**src/common/smb_pkg.sv**
```systemverilog
package smb_pkg;
  // Bit positions of the port 1 control/status register
  localparam int unsigned BIT_IS_MASTER = 7;
  localparam int unsigned BIT_TRANSMITTER = 6;
  localparam int unsigned BIT_START_REQUEST = 5;
  localparam int unsigned BIT_STOP_REQUEST = 4;
  localparam int unsigned BIT_ACK_NEEDED = 3;
  localparam int unsigned BIT_LOST_ARB = 2;
  localparam int unsigned BIT_ACK_VALUE = 1;
  localparam int unsigned BIT_IRQ = 0;
  localparam int unsigned CTRL_WIDTH = 8;

  // Reset value of the register
  localparam logic [7:0] CTRL_RESET = 8'h00;

  // Synchroniser stages and idle level of the open-drain lines
  localparam int unsigned SYNC_STAGES = 2;
  localparam logic LINE_IDLE = 1'h1;

  // Port mode decoded from the master and transmitter bits
  typedef enum logic [3:0] {
    SMB_SLAVE_RX = 4'h1,
    SMB_SLAVE_TX = 4'h2,
    SMB_MASTER_RX = 4'h4,
    SMB_MASTER_TX = 4'h8
  } smb_mode_t;
endpackage : smb_pkg

```
**src/verilog/smb_sync2.sv**
```systemverilog
`timescale 1ns/1ps
module smb_sync2 #(
  parameter logic RST_VAL = 1'h1
) (
  // Clock and reset
  input wire logic clk_i,
  input wire logic sys_rst_i,
  // Asynchronous level in, synchronised level out
  input wire logic async_i,
  output logic sync_o
);
  logic meta;

  // The first stage feeds the second stage only
  always_ff @(posedge clk_i) begin
    if (sys_rst_i) begin
      meta <= RST_VAL;
      sync_o <= RST_VAL;
    end else begin
      meta <= async_i;
      sync_o <= meta;
    end
  end
endmodule : smb_sync2

```
**src/verilog/smb_cond_det.sv**
```systemverilog
`timescale 1ns/1ps
module smb_cond_det (
  // Clock and reset
  input wire logic clk_i,
  input wire logic sys_rst_i,
  // Synchronised line levels
  input wire logic scl_i,
  input wire logic sda_i,
  // One-cycle condition pulses
  output logic start_o,
  output logic stop_o
);
  logic sda_prev;

  always_ff @(posedge clk_i) begin
    if (sys_rst_i) begin
      sda_prev <= smb_pkg::LINE_IDLE;
    end else begin
      sda_prev <= sda_i;
    end
  end

  // Data may only change while the clock is low, except at a condition
  assign start_o = scl_i && sda_prev && !sda_i;
  assign stop_o = scl_i && !sda_prev && sda_i;
endmodule : smb_cond_det

```
**src/verilog/smb_ctl_flags.sv**
```systemverilog
`timescale 1ns/1ps
// Operation
// - Master bit set on own START; cleared on own STOP or lost arbitration.
// - Transmitter bit set on generated START or data written before frame.
// - Transmitter cleared on detected START or no data write before frame.
// - After lost arbitration, transmitter clear waits for interrupt clear.
// - Writing 1 to start bit requests START or repeated START as master.
// - Start bit set on START plus address received; only software clears it.
// - Writing 1 to stop bit sends STOP after next ack; cleared when sent.
// - Stop bit set on STOP detected while addressed as slave.
// - Stop bit set when arbitration is lost to a detected STOP.
// - Ack-needed set on byte received, no auto ack; cleared each ack cycle.
// - Lost arbitration set on unrequested repeated START seen as master.
// - Lost arbitration on clock low while making STOP or repeated START.
// - Lost arbitration on data low while sending 1; cleared with interrupt.
// - Ack bit follows incoming ack; software writes ack or nack to send.
// - Interrupt flag set on generated START or lost arbitration.
// - Interrupt flag set after byte sent and ack or nack sampled, and after byte received.
// - Interrupt flag set on START plus address, and on STOP received while addressed.
// - While interrupt flag is set, clock line held low and bus stalled.
// - Software writes 0 to clear interrupt and advance, 1 forces interrupt.
// - With auto ack, stored ack bit is sent and ack-needed stays unused.
module smb_ctl_flags #(
  parameter int unsigned WIDTH = smb_pkg::CTRL_WIDTH
) (
  // Clock and reset
  input wire logic clk_i,
  input wire logic sys_rst_i,
  // Special function register port, bit-addressable through the mask
  input wire logic sfr_wr_i,
  input wire logic [WIDTH-1:0] sfr_wmask_i,
  input wire logic [WIDTH-1:0] sfr_wdata_i,
  output logic [WIDTH-1:0] sfr_rdata_o,
  // Data register write strobe from the byte register
  input wire logic serial_byte_register_wr_i,
  // Open-drain bus lines
  input wire logic port_clock_line_i,
  output logic port_clock_line_o,
  output logic port_clock_line_oe_o,
  input wire logic port_data_line_i,
  // Configuration
  input wire logic auto_ack_enable_i,
  // Events from the shifter and bit timing, one-cycle pulses except the slave_addressed_i, driving_one_i and cond_attempt_i levels
  input wire logic frame_begin_i,
  input wire logic start_generated_i,
  input wire logic stop_generated_i,
  input wire logic addr_received_i,
  input wire logic slave_addressed_i,
  input wire logic byte_sent_i,
  input wire logic byte_received_i,
  input wire logic ack_sample_i,
  input wire logic ack_cycle_done_i,
  input wire logic data_bit_sample_i,
  input wire logic driving_one_i,
  input wire logic cond_attempt_i,
  // Requests and status towards the shifter
  output logic start_request_o,
  output logic stop_request_o,
  output logic ack_send_o,
  output logic bus_stall_o,
  output logic irq_cleared_o,
  output smb_pkg::smb_mode_t mode_o,
  output logic port1_bus_event_irq_flag_o
);
  logic scl_s;
  logic sda_s;
  logic bus_start;
  logic bus_stop;

  logic port1_is_master_flag;
  logic port1_transmitter_flag;
  logic port1_start_request_flag;
  logic port1_stop_request_flag;
  logic port1_ack_needed_flag;
  logic port1_lost_arbitration_flag;
  logic port1_ack_value_bit;
  logic port1_bus_event_irq_flag;

  logic byte_written;
  logic tx_clear_pending;
  logic sw_wr_irq;
  logic sw_clr_irq;
  logic sw_set_irq;
  logic sw_wr_start;
  logic sw_wr_stop;
  logic sw_wr_ack;
  logic arb_unwanted_start;
  logic arb_clock_low;
  logic arb_data_low;
  logic arb_by_stop;
  logic arb_lost_now;
  logic tx_clear_by_start;
  logic slave_stop;
  logic ack_in_sample;
  logic irq_set_hw;
  logic [WIDTH-1:0] ctrl_word;

  // Bus lines come from another clock domain
  smb_sync2 #(
    .RST_VAL(smb_pkg::LINE_IDLE)
  ) u_sync_scl (
    .clk_i(clk_i),
    .sys_rst_i(sys_rst_i),
    .async_i(port_clock_line_i),
    .sync_o(scl_s)
  );

  smb_sync2 #(
    .RST_VAL(smb_pkg::LINE_IDLE)
  ) u_sync_sda (
    .clk_i(clk_i),
    .sys_rst_i(sys_rst_i),
    .async_i(port_data_line_i),
    .sync_o(sda_s)
  );

  smb_cond_det u_cond (
    .clk_i(clk_i),
    .sys_rst_i(sys_rst_i),
    .scl_i(scl_s),
    .sda_i(sda_s),
    .start_o(bus_start),
    .stop_o(bus_stop)
  );

  // Software write decode for the interrupt bit
  assign sw_wr_irq = sfr_wr_i && sfr_wmask_i[smb_pkg::BIT_IRQ];
  assign sw_clr_irq = sw_wr_irq && !sfr_wdata_i[smb_pkg::BIT_IRQ];
  assign sw_set_irq = sw_wr_irq && sfr_wdata_i[smb_pkg::BIT_IRQ];
  // Writes change only masked bits, except an interrupt clear also clears the lost arbitration bit and, if pending, the transmitter bit
  assign sw_wr_start = sfr_wr_i && sfr_wmask_i[smb_pkg::BIT_START_REQUEST];
  assign sw_wr_stop = sfr_wr_i && sfr_wmask_i[smb_pkg::BIT_STOP_REQUEST];
  assign sw_wr_ack = sfr_wr_i && sfr_wmask_i[smb_pkg::BIT_ACK_VALUE];

  // Arbitration loss sources
  assign arb_unwanted_start = port1_is_master_flag && bus_start &&
                              !port1_start_request_flag;
  // Our own stall holds the clock low; that is no loss of arbitration
  assign arb_clock_low = port1_is_master_flag && cond_attempt_i &&
                         !scl_s && !port1_bus_event_irq_flag;
  // Ack bits are excluded: a receiver pulling data low there is normal
  assign arb_data_low = port1_is_master_flag && data_bit_sample_i &&
                        driving_one_i && !sda_s;
  // A STOP we did not ask for means another master owns the bus
  assign arb_by_stop = port1_is_master_flag && bus_stop &&
                       !port1_stop_request_flag;
  assign arb_lost_now = arb_unwanted_start || arb_clock_low ||
                        arb_data_low || arb_by_stop;

  // A START that cost us arbitration leaves the clear to the deferred path
  assign tx_clear_by_start = bus_start && !arb_lost_now;

  // A STOP only counts for us while this port is addressed
  assign slave_stop = bus_stop && slave_addressed_i;

  // Only a transmitter takes the incoming acknowledge off the line
  assign ack_in_sample = ack_sample_i && port1_transmitter_flag;

  // Hardware interrupt sources
  assign irq_set_hw = start_generated_i || arb_lost_now ||
                      (byte_sent_i && ack_sample_i) ||
                      byte_received_i ||
                      addr_received_i ||
                      slave_stop;

  // Master indicator
  always_ff @(posedge clk_i) begin
    if (sys_rst_i) begin
      port1_is_master_flag <= 1'h0;
    end else if (start_generated_i) begin
      port1_is_master_flag <= 1'h1;
    end else if (stop_generated_i || arb_lost_now) begin
      port1_is_master_flag <= 1'h0;
    end
  end

  // Tracks a data register write ahead of the next frame
  always_ff @(posedge clk_i) begin
    if (sys_rst_i) begin
      byte_written <= 1'h0;
    end else if (serial_byte_register_wr_i) begin
      byte_written <= 1'h1;
    end else if (frame_begin_i) begin
      byte_written <= 1'h0;
    end
  end

  // Deferred transmitter clear after lost arbitration
  always_ff @(posedge clk_i) begin
    if (sys_rst_i) begin
      tx_clear_pending <= 1'h0;
    end else if (arb_lost_now) begin
      tx_clear_pending <= 1'h1;
    end else if (sw_clr_irq) begin
      tx_clear_pending <= 1'h0;
    end
  end

  // Transmitter indicator; sets take priority over clears
  always_ff @(posedge clk_i) begin
    if (sys_rst_i) begin
      port1_transmitter_flag <= 1'h0;
    end else if (start_generated_i) begin
      port1_transmitter_flag <= 1'h1;
    end else if (frame_begin_i && byte_written) begin
      port1_transmitter_flag <= 1'h1;
    end else if (frame_begin_i || tx_clear_by_start) begin
      port1_transmitter_flag <= 1'h0;
    end else if (tx_clear_pending && sw_clr_irq && !arb_lost_now) begin
      port1_transmitter_flag <= 1'h0;
    end
  end

  // Start bit: software request, hardware only sets it
  always_ff @(posedge clk_i) begin
    if (sys_rst_i) begin
      port1_start_request_flag <= 1'h0;
    end else if (addr_received_i) begin
      port1_start_request_flag <= 1'h1;
    end else if (sw_wr_start) begin
      port1_start_request_flag <=
        sfr_wdata_i[smb_pkg::BIT_START_REQUEST];
    end
  end

  // Stop bit: request as master, detected flag as slave
  always_ff @(posedge clk_i) begin
    if (sys_rst_i) begin
      port1_stop_request_flag <= 1'h0;
    end else if (slave_stop) begin
      port1_stop_request_flag <= 1'h1;
    end else if (arb_by_stop) begin
      port1_stop_request_flag <= 1'h1;
    end else if (stop_generated_i) begin
      port1_stop_request_flag <= 1'h0;
    end else if (sw_wr_stop) begin
      port1_stop_request_flag <=
        sfr_wdata_i[smb_pkg::BIT_STOP_REQUEST];
    end
  end

  // Ack-needed flag, unused while hardware acknowledges
  always_ff @(posedge clk_i) begin
    if (sys_rst_i) begin
      port1_ack_needed_flag <= 1'h0;
    end else if (byte_received_i && !auto_ack_enable_i) begin
      port1_ack_needed_flag <= 1'h1;
    end else if (ack_cycle_done_i) begin
      port1_ack_needed_flag <= 1'h0;
    end
  end

  // Lost arbitration flag; a new loss beats a clear in the same cycle
  always_ff @(posedge clk_i) begin
    if (sys_rst_i) begin
      port1_lost_arbitration_flag <= 1'h0;
    end else if (arb_lost_now) begin
      port1_lost_arbitration_flag <= 1'h1;
    end else if (sw_clr_irq) begin
      port1_lost_arbitration_flag <= 1'h0;
    end
  end

  // Ack bit: incoming ack is sampled on the synchronised data line
  always_ff @(posedge clk_i) begin
    if (sys_rst_i) begin
      port1_ack_value_bit <= 1'h0;
    end else if (ack_in_sample) begin
      port1_ack_value_bit <= !sda_s;
    end else if (sw_wr_ack) begin
      port1_ack_value_bit <= sfr_wdata_i[smb_pkg::BIT_ACK_VALUE];
    end
  end

  // Interrupt flag; a hardware event wins over a software clear
  always_ff @(posedge clk_i) begin
    if (sys_rst_i) begin
      port1_bus_event_irq_flag <= 1'h0;
    end else if (irq_set_hw || sw_set_irq) begin
      port1_bus_event_irq_flag <= 1'h1;
    end else if (sw_clr_irq) begin
      port1_bus_event_irq_flag <= 1'h0;
    end
  end

  // Advance pulse to the shifter only when the clear took effect
  always_ff @(posedge clk_i) begin
    if (sys_rst_i) begin
      irq_cleared_o <= 1'h0;
    end else begin
      irq_cleared_o <= sw_clr_irq && !irq_set_hw;
    end
  end

  // Register read view
  always_comb begin
    ctrl_word = smb_pkg::CTRL_RESET;
    ctrl_word[smb_pkg::BIT_IS_MASTER] = port1_is_master_flag;
    ctrl_word[smb_pkg::BIT_TRANSMITTER] = port1_transmitter_flag;
    ctrl_word[smb_pkg::BIT_START_REQUEST] = port1_start_request_flag;
    ctrl_word[smb_pkg::BIT_STOP_REQUEST] = port1_stop_request_flag;
    ctrl_word[smb_pkg::BIT_ACK_NEEDED] = port1_ack_needed_flag;
    ctrl_word[smb_pkg::BIT_LOST_ARB] = port1_lost_arbitration_flag;
    ctrl_word[smb_pkg::BIT_ACK_VALUE] = port1_ack_value_bit;
    ctrl_word[smb_pkg::BIT_IRQ] = port1_bus_event_irq_flag;
  end

  always_ff @(posedge clk_i) begin
    if (sys_rst_i) begin
      sfr_rdata_o <= smb_pkg::CTRL_RESET;
    end else begin
      sfr_rdata_o <= ctrl_word;
    end
  end

  // Mode decode
  always_ff @(posedge clk_i) begin
    if (sys_rst_i) begin
      mode_o <= smb_pkg::SMB_SLAVE_RX;
    end else begin
      case ({port1_is_master_flag, port1_transmitter_flag})
        2'h0: mode_o <= smb_pkg::SMB_SLAVE_RX;
        2'h1: mode_o <= smb_pkg::SMB_SLAVE_TX;
        2'h2: mode_o <= smb_pkg::SMB_MASTER_RX;
        2'h3: mode_o <= smb_pkg::SMB_MASTER_TX;
        default: mode_o <= smb_pkg::SMB_SLAVE_RX;
      endcase
    end
  end

  // Requests to the shifter; the stop waits for the next ack cycle there
  assign start_request_o = port1_start_request_flag;
  assign stop_request_o = port1_stop_request_flag &&
                          port1_is_master_flag;
  // Auto ack sends the stored bit; manual ack uses the same bit
  assign ack_send_o = port1_ack_value_bit;

  // Clock held low during the stall; output level is always low
  assign port_clock_line_o = 1'h0;
  assign port_clock_line_oe_o = port1_bus_event_irq_flag;
  assign bus_stall_o = port1_bus_event_irq_flag;
  assign port1_bus_event_irq_flag_o = port1_bus_event_irq_flag;
endmodule : smb_ctl_flags

```
**config.mk**
```make
export PLATFORM = sky130hd
export DESIGN_NAME = smb_ctl_flags
export DESIGN_NICKNAME = d
export VERILOG_FILES = /design/src/common/smb_pkg.sv /design/src/verilog/smb_sync2.sv /design/src/verilog/smb_cond_det.sv /design/src/verilog/smb_ctl_flags.sv
export SDC_FILE = /design/constraint.sdc
export NUM_CORES = 1
export LEC_CHECK = 0
export BUFFER_PORTS_ARGS = -buffer_cell sky130_fd_sc_hd__buf_4
export CAP_MARGIN = 20
export CORE_MARGIN = 5
export CORE_UTILIZATION = 42
export CTS_BUF_LIST = sky130_fd_sc_hd__clkbuf_16
export CTS_CLUSTER_SIZE = 12
export DETAILED_ROUTE_END_ITERATION = 7
export MAX_ROUTING_LAYER = met4
export PLACE_DENSITY_LB_ADDON = 0.25
export RECOVER_POWER = 100
export SLEW_MARGIN = 30
export SYNTH_ARGS = -nofsm -noshare
export SYNTH_HDL_FRONTEND = slang
export SYNTH_SLANG_ARGS = --single-unit
```
**constraint.sdc**
```tcl
create_clock -name clk_i -period 1.5 [get_ports clk_i]
set_clock_uncertainty 0.1 [all_clocks]
set_input_delay 0.15 -clock clk_i [delete_from_list [all_inputs] [get_ports clk_i]]
set_output_delay 0.15 -clock clk_i [all_outputs]
set_load 0.02 [all_outputs]
```
==> impl_metrics.csv <==
group,metric,value,unit
cells_and_area,nNetsFinal,187,
detailed_routing,dr.pass1.iters,4,
yosys,synth_top_family_by_area,"simple AND/OR/NAND/NOR gates",
floorplanning,coreArea,0.002212,mm^2
detailed_routing,totalWireLength,2222,um
worst_setup_path,crit_end,"port1_is_master_flag$_SDFFE_PP0P_",
worst_setup_path,crit_buf_inv,1,
worst_setup_path,worst_r2r_path_depth,5,
sta,grt_setup_unrepaired,"false",
cells_and_area,antenna_cells,0,
hold_path,min_path_type,"primary input to flip-flop",
power_and_ir_drop,ir_worst_vdd,0.0007858,V
clock_tree,clock_sinks,27,
yosys,yosysTopAreaCell,"dfxtp_1",
detailed_routing,vias_per_cell,4.760,
cells_and_area,drive_gt1_frac,0.2848,
floorplanning,io_pins,55,
detailed_routing,drc,0,
global_route,grt_max_degree,25,
worst_setup_path,r2r-start,"port1_is_master_flag$_SDFFE_PP0P_",
floorplanning,die_area,0.003388,mm^2
cells_and_area,finish.utilization,0.6222,
sta,whs,0.01142,ns
run_status,status,"finished, final reports clean",
worst_setup_path,startpoint,"port1_is_master_flag$_SDFFE_PP0P_",
worst_setup_path,cp.required,1.54,ns
yosys,syn_nets,136,
yosys,synthAdderAreaFrac,0,
detailed_routing,wl_per_cell,12.41,um
sta,drv_slew,0,
floorplanning,rows,17,
clock_tree,tritoncts,"yes",
place,gp_congestion,0.8449,
worst_setup_path,crit_type,"flip-flop to flip-flop",
cells_and_area,largest_register_ffs,8,
yosys,synth-simple-area-share,0.2397,
yosys,netlist_top_cells_area,"dfxtp_1 (55%), nor2_1 (3.8%), or2_2 (3.2%)",
yosys,ys_ff_latch,27,
yosys,synth_compound_area_frac,0.1333,
worst_setup_path,path_cells,"nor4bb_1, a311oi_2, buf_4, a41oi_1, nor2_1",
yosys,synth.top_cell.area_share,0.5538,
yosys,synth.avg_cell_area,9.663,um^2
worst_setup_path,regToRegSetupSlack,0.09,ns
clock_tree,cts_inserted_buffers,3,
worst_setup_path,start_kind,"flip-flop",
worst_setup_path,rr_endpoint,"port1_is_master_flag$_SDFFE_PP0P_",
sta,setup_viol,0,
cells_and_area,fillCellCount,196,
global_route,grt_use_total,0.1432,
global_route,grt_pass1_vias,856,
sta,max_freq,710.8,MHz
cells_and_area,final_common_cell,"buf_4",
cells_and_area,syn_to_final_growth,41.03,%
global_route,grt_overflow,0,
clock_tree,htreeDepth,1,
global_route,grt_antenna_before_repair,0,
place,detailed_place_hpwl,1716,um
yosys,synthMuxAreaShare,0.01154,
clock_tree,clkTransAtPathRegs,0.06,ns
cells_and_area,max_flop_register,"sfr_rdata_o",
place,io_buffers,45,
clock_tree,cts-root-buf,"clkbuf_16",
sta,fin_crit,1.407,ns
worst_setup_path,endpoint_kind,"flip-flop",
worst_setup_path,path_depth,5,
yosys,yosys_warnings,0,
floorplanning,die_x,58.21,um
worst_setup_path,cpPeakStageDelay,0.39,ns
power_and_ir_drop,p_total,0.001553,W
worst_setup_path,path_max_fanout,5,
floorplanning,die_h,58.21,um
sta,finalCritPeriodShare,0.9379,
detailed_routing,postRouteAntennaNets,0,
yosys,syn-cell-area,975.9,um^2
yosys,synth_xor_area_frac,0,
sta,report.final.hold_viol_count,0,
yosys,syn_inst,101,
global_route,grt_pass1_wl,3684,um
power_and_ir_drop,leakage,0.6155,nW
clock_tree,clock_latency,0.26,ns
sta,fin_setup_tns,0,ns
cells_and_area,seqCellArea,540.5,um^2
clock_tree,clock_path_buffers,2,
worst_setup_path,slowest_stage,"dfxtp_1",
yosys,synth_cell_types,31,
worst_setup_path,path_delay_family,"flip-flops",
power_and_ir_drop,p_per_area,1129,mW/mm^2
worst_setup_path,arrival,1.45,ns
cells_and_area,multi_input_area,379.1,um^2
yosys,ys_seq_area_frac,0.5538,
cells_and_area,reg_top3,"sfr_rdata_o (8), mode_o (4)",
detailed_routing,drt_iter0_drc,31,
job,drv_cap,0,
cells_and_area,final_cell_mix,"buf_4 (28), dfxtp_1 (27), clkbuf_1 (19)",
floorplanning,start_util,0.4412,
detailed_routing,vias,852,
-- routing by layer --
| layer | global-route usage | wire length [um] | vias up | part of all wire |
|---|---|---|---|---|
| li1 | - | - | 436 | - |
| met1 | 0.1721 | 1030 | 378 | 0.46 |
| met2 | 0.2258 | 987 | 34 | 0.44 |
| met3 | 0.04454 | 183 | 4 | 0.082 |
| met4 | 0.04967 | 21 | 0 | 0.0095 |
| met5 | - | 0 | - | 0 |
-- area by class of cell --
| class | count | area share |
|---|---|---|
| Clock buffer | 3 | 0.05455 |
| Inverter | 7 | 0.01909 |
| Timing Repair Buffer | 51 | 0.2300 |
| Tap cell | 28 | 0.02545 |
| Clock inverter | 1 | 0.002727 |
| Multi-Input combinational cell | 62 | 0.2755 |
| Sequential cell | 27 | 0.3927 |
-- cells in the mapped netlist --
cell	n
a211o_1	1
a21o_1	1
a21oi_1	6
a221oi_1	1
a311oi_1	2
a311oi_2	1
a31oi_1	1
a41oi_1	1
and2_1	1
and3_1	2
and3_2	1
and3b_1	1
and4b_2	1
buf_4	3
clkbuf_1	2
conb_1	1
dfxtp_1	27
inv_1	7
mux2_2	1
nand2_1	8
nand2b_1	4
nand3b_1	1
nor2_1	10
nor2b_1	4
nor3_1	3
nor4bb_1	1
o21a_1	1
o21ai_0	1
o221ai_2	1
or2_2	5
or3_1	1
-- timing repair --
action / CTS / global route
setup buffers: 0 / 0
resized for setup: 0 / 0
hold buffers: 2 / 0
endpoints found under the hold margin: 2 / 0
-- stage by stage --
stage	area, um^2	std cells	setup slack [ns]
6_report	1376	179	0.09319
5_1_grt	1376	179	0.01231
4_1_cts	1448	179	0.08818
3_5_place_dp	1349	173	0.1173
3_3_place_gp	1349	173	0.1285
2_1_floorplan	975.9	101	0.08758
-- where the power goes --
| part | total [W] | leakage [nW] | switching, W | internal, W |
|---|---|---|---|---|
| Combinational | 0.000199 | 0.351 | 0.000104 | 0.0000956 |
| Sequential | 0.000771 | 0.223 | 0.0000172 | 0.000754 |
| Clock | 0.000583 | 0.0423 | 0.000227 | 0.000356 |
-- worst min-delay path: cells and delay by family --
| family | cells | cell delay (ns) |
|---|---|---|
| compound gates | 1 | 0.03 |
| buf+inv | 1 | 0.08 |
| simple gates | 1 | 0.08 |
-- how the worst min path moves through the flow --
stage,startpoint,end,slack (ns),cells past startpoint
after floorplan,sys_rst_i,sfr_rdata_o[0]$_SDFF_PP0_,0.12,1
after global placement,port_data_line_i,u_sync_sda.meta$_SDFF_PP1_,0.23,2
after detailed placement,port_data_line_i,u_sync_sda.meta$_SDFF_PP1_,0.24,2
after CTS,serial_byte_register_wr_i,byte_written$_SDFFE_PP0P_,0.02,3
after global routing,serial_byte_register_wr_i,byte_written$_SDFFE_PP0P_,0.03,3
final,serial_byte_register_wr_i,byte_written$_SDFFE_PP0P_,0.01,3
-- logic make-up after synthesis --
| logic type | count (synthesis) |
|---|---|
| AOI/OAI and AO/OA | 17 |
| muxes | 1 |
| DFF | 27 |
| buffers and inverters | 12 |
| and+or+nand+nor | 43 |
| other | 1 |
(Power assumes the default switching activity.)
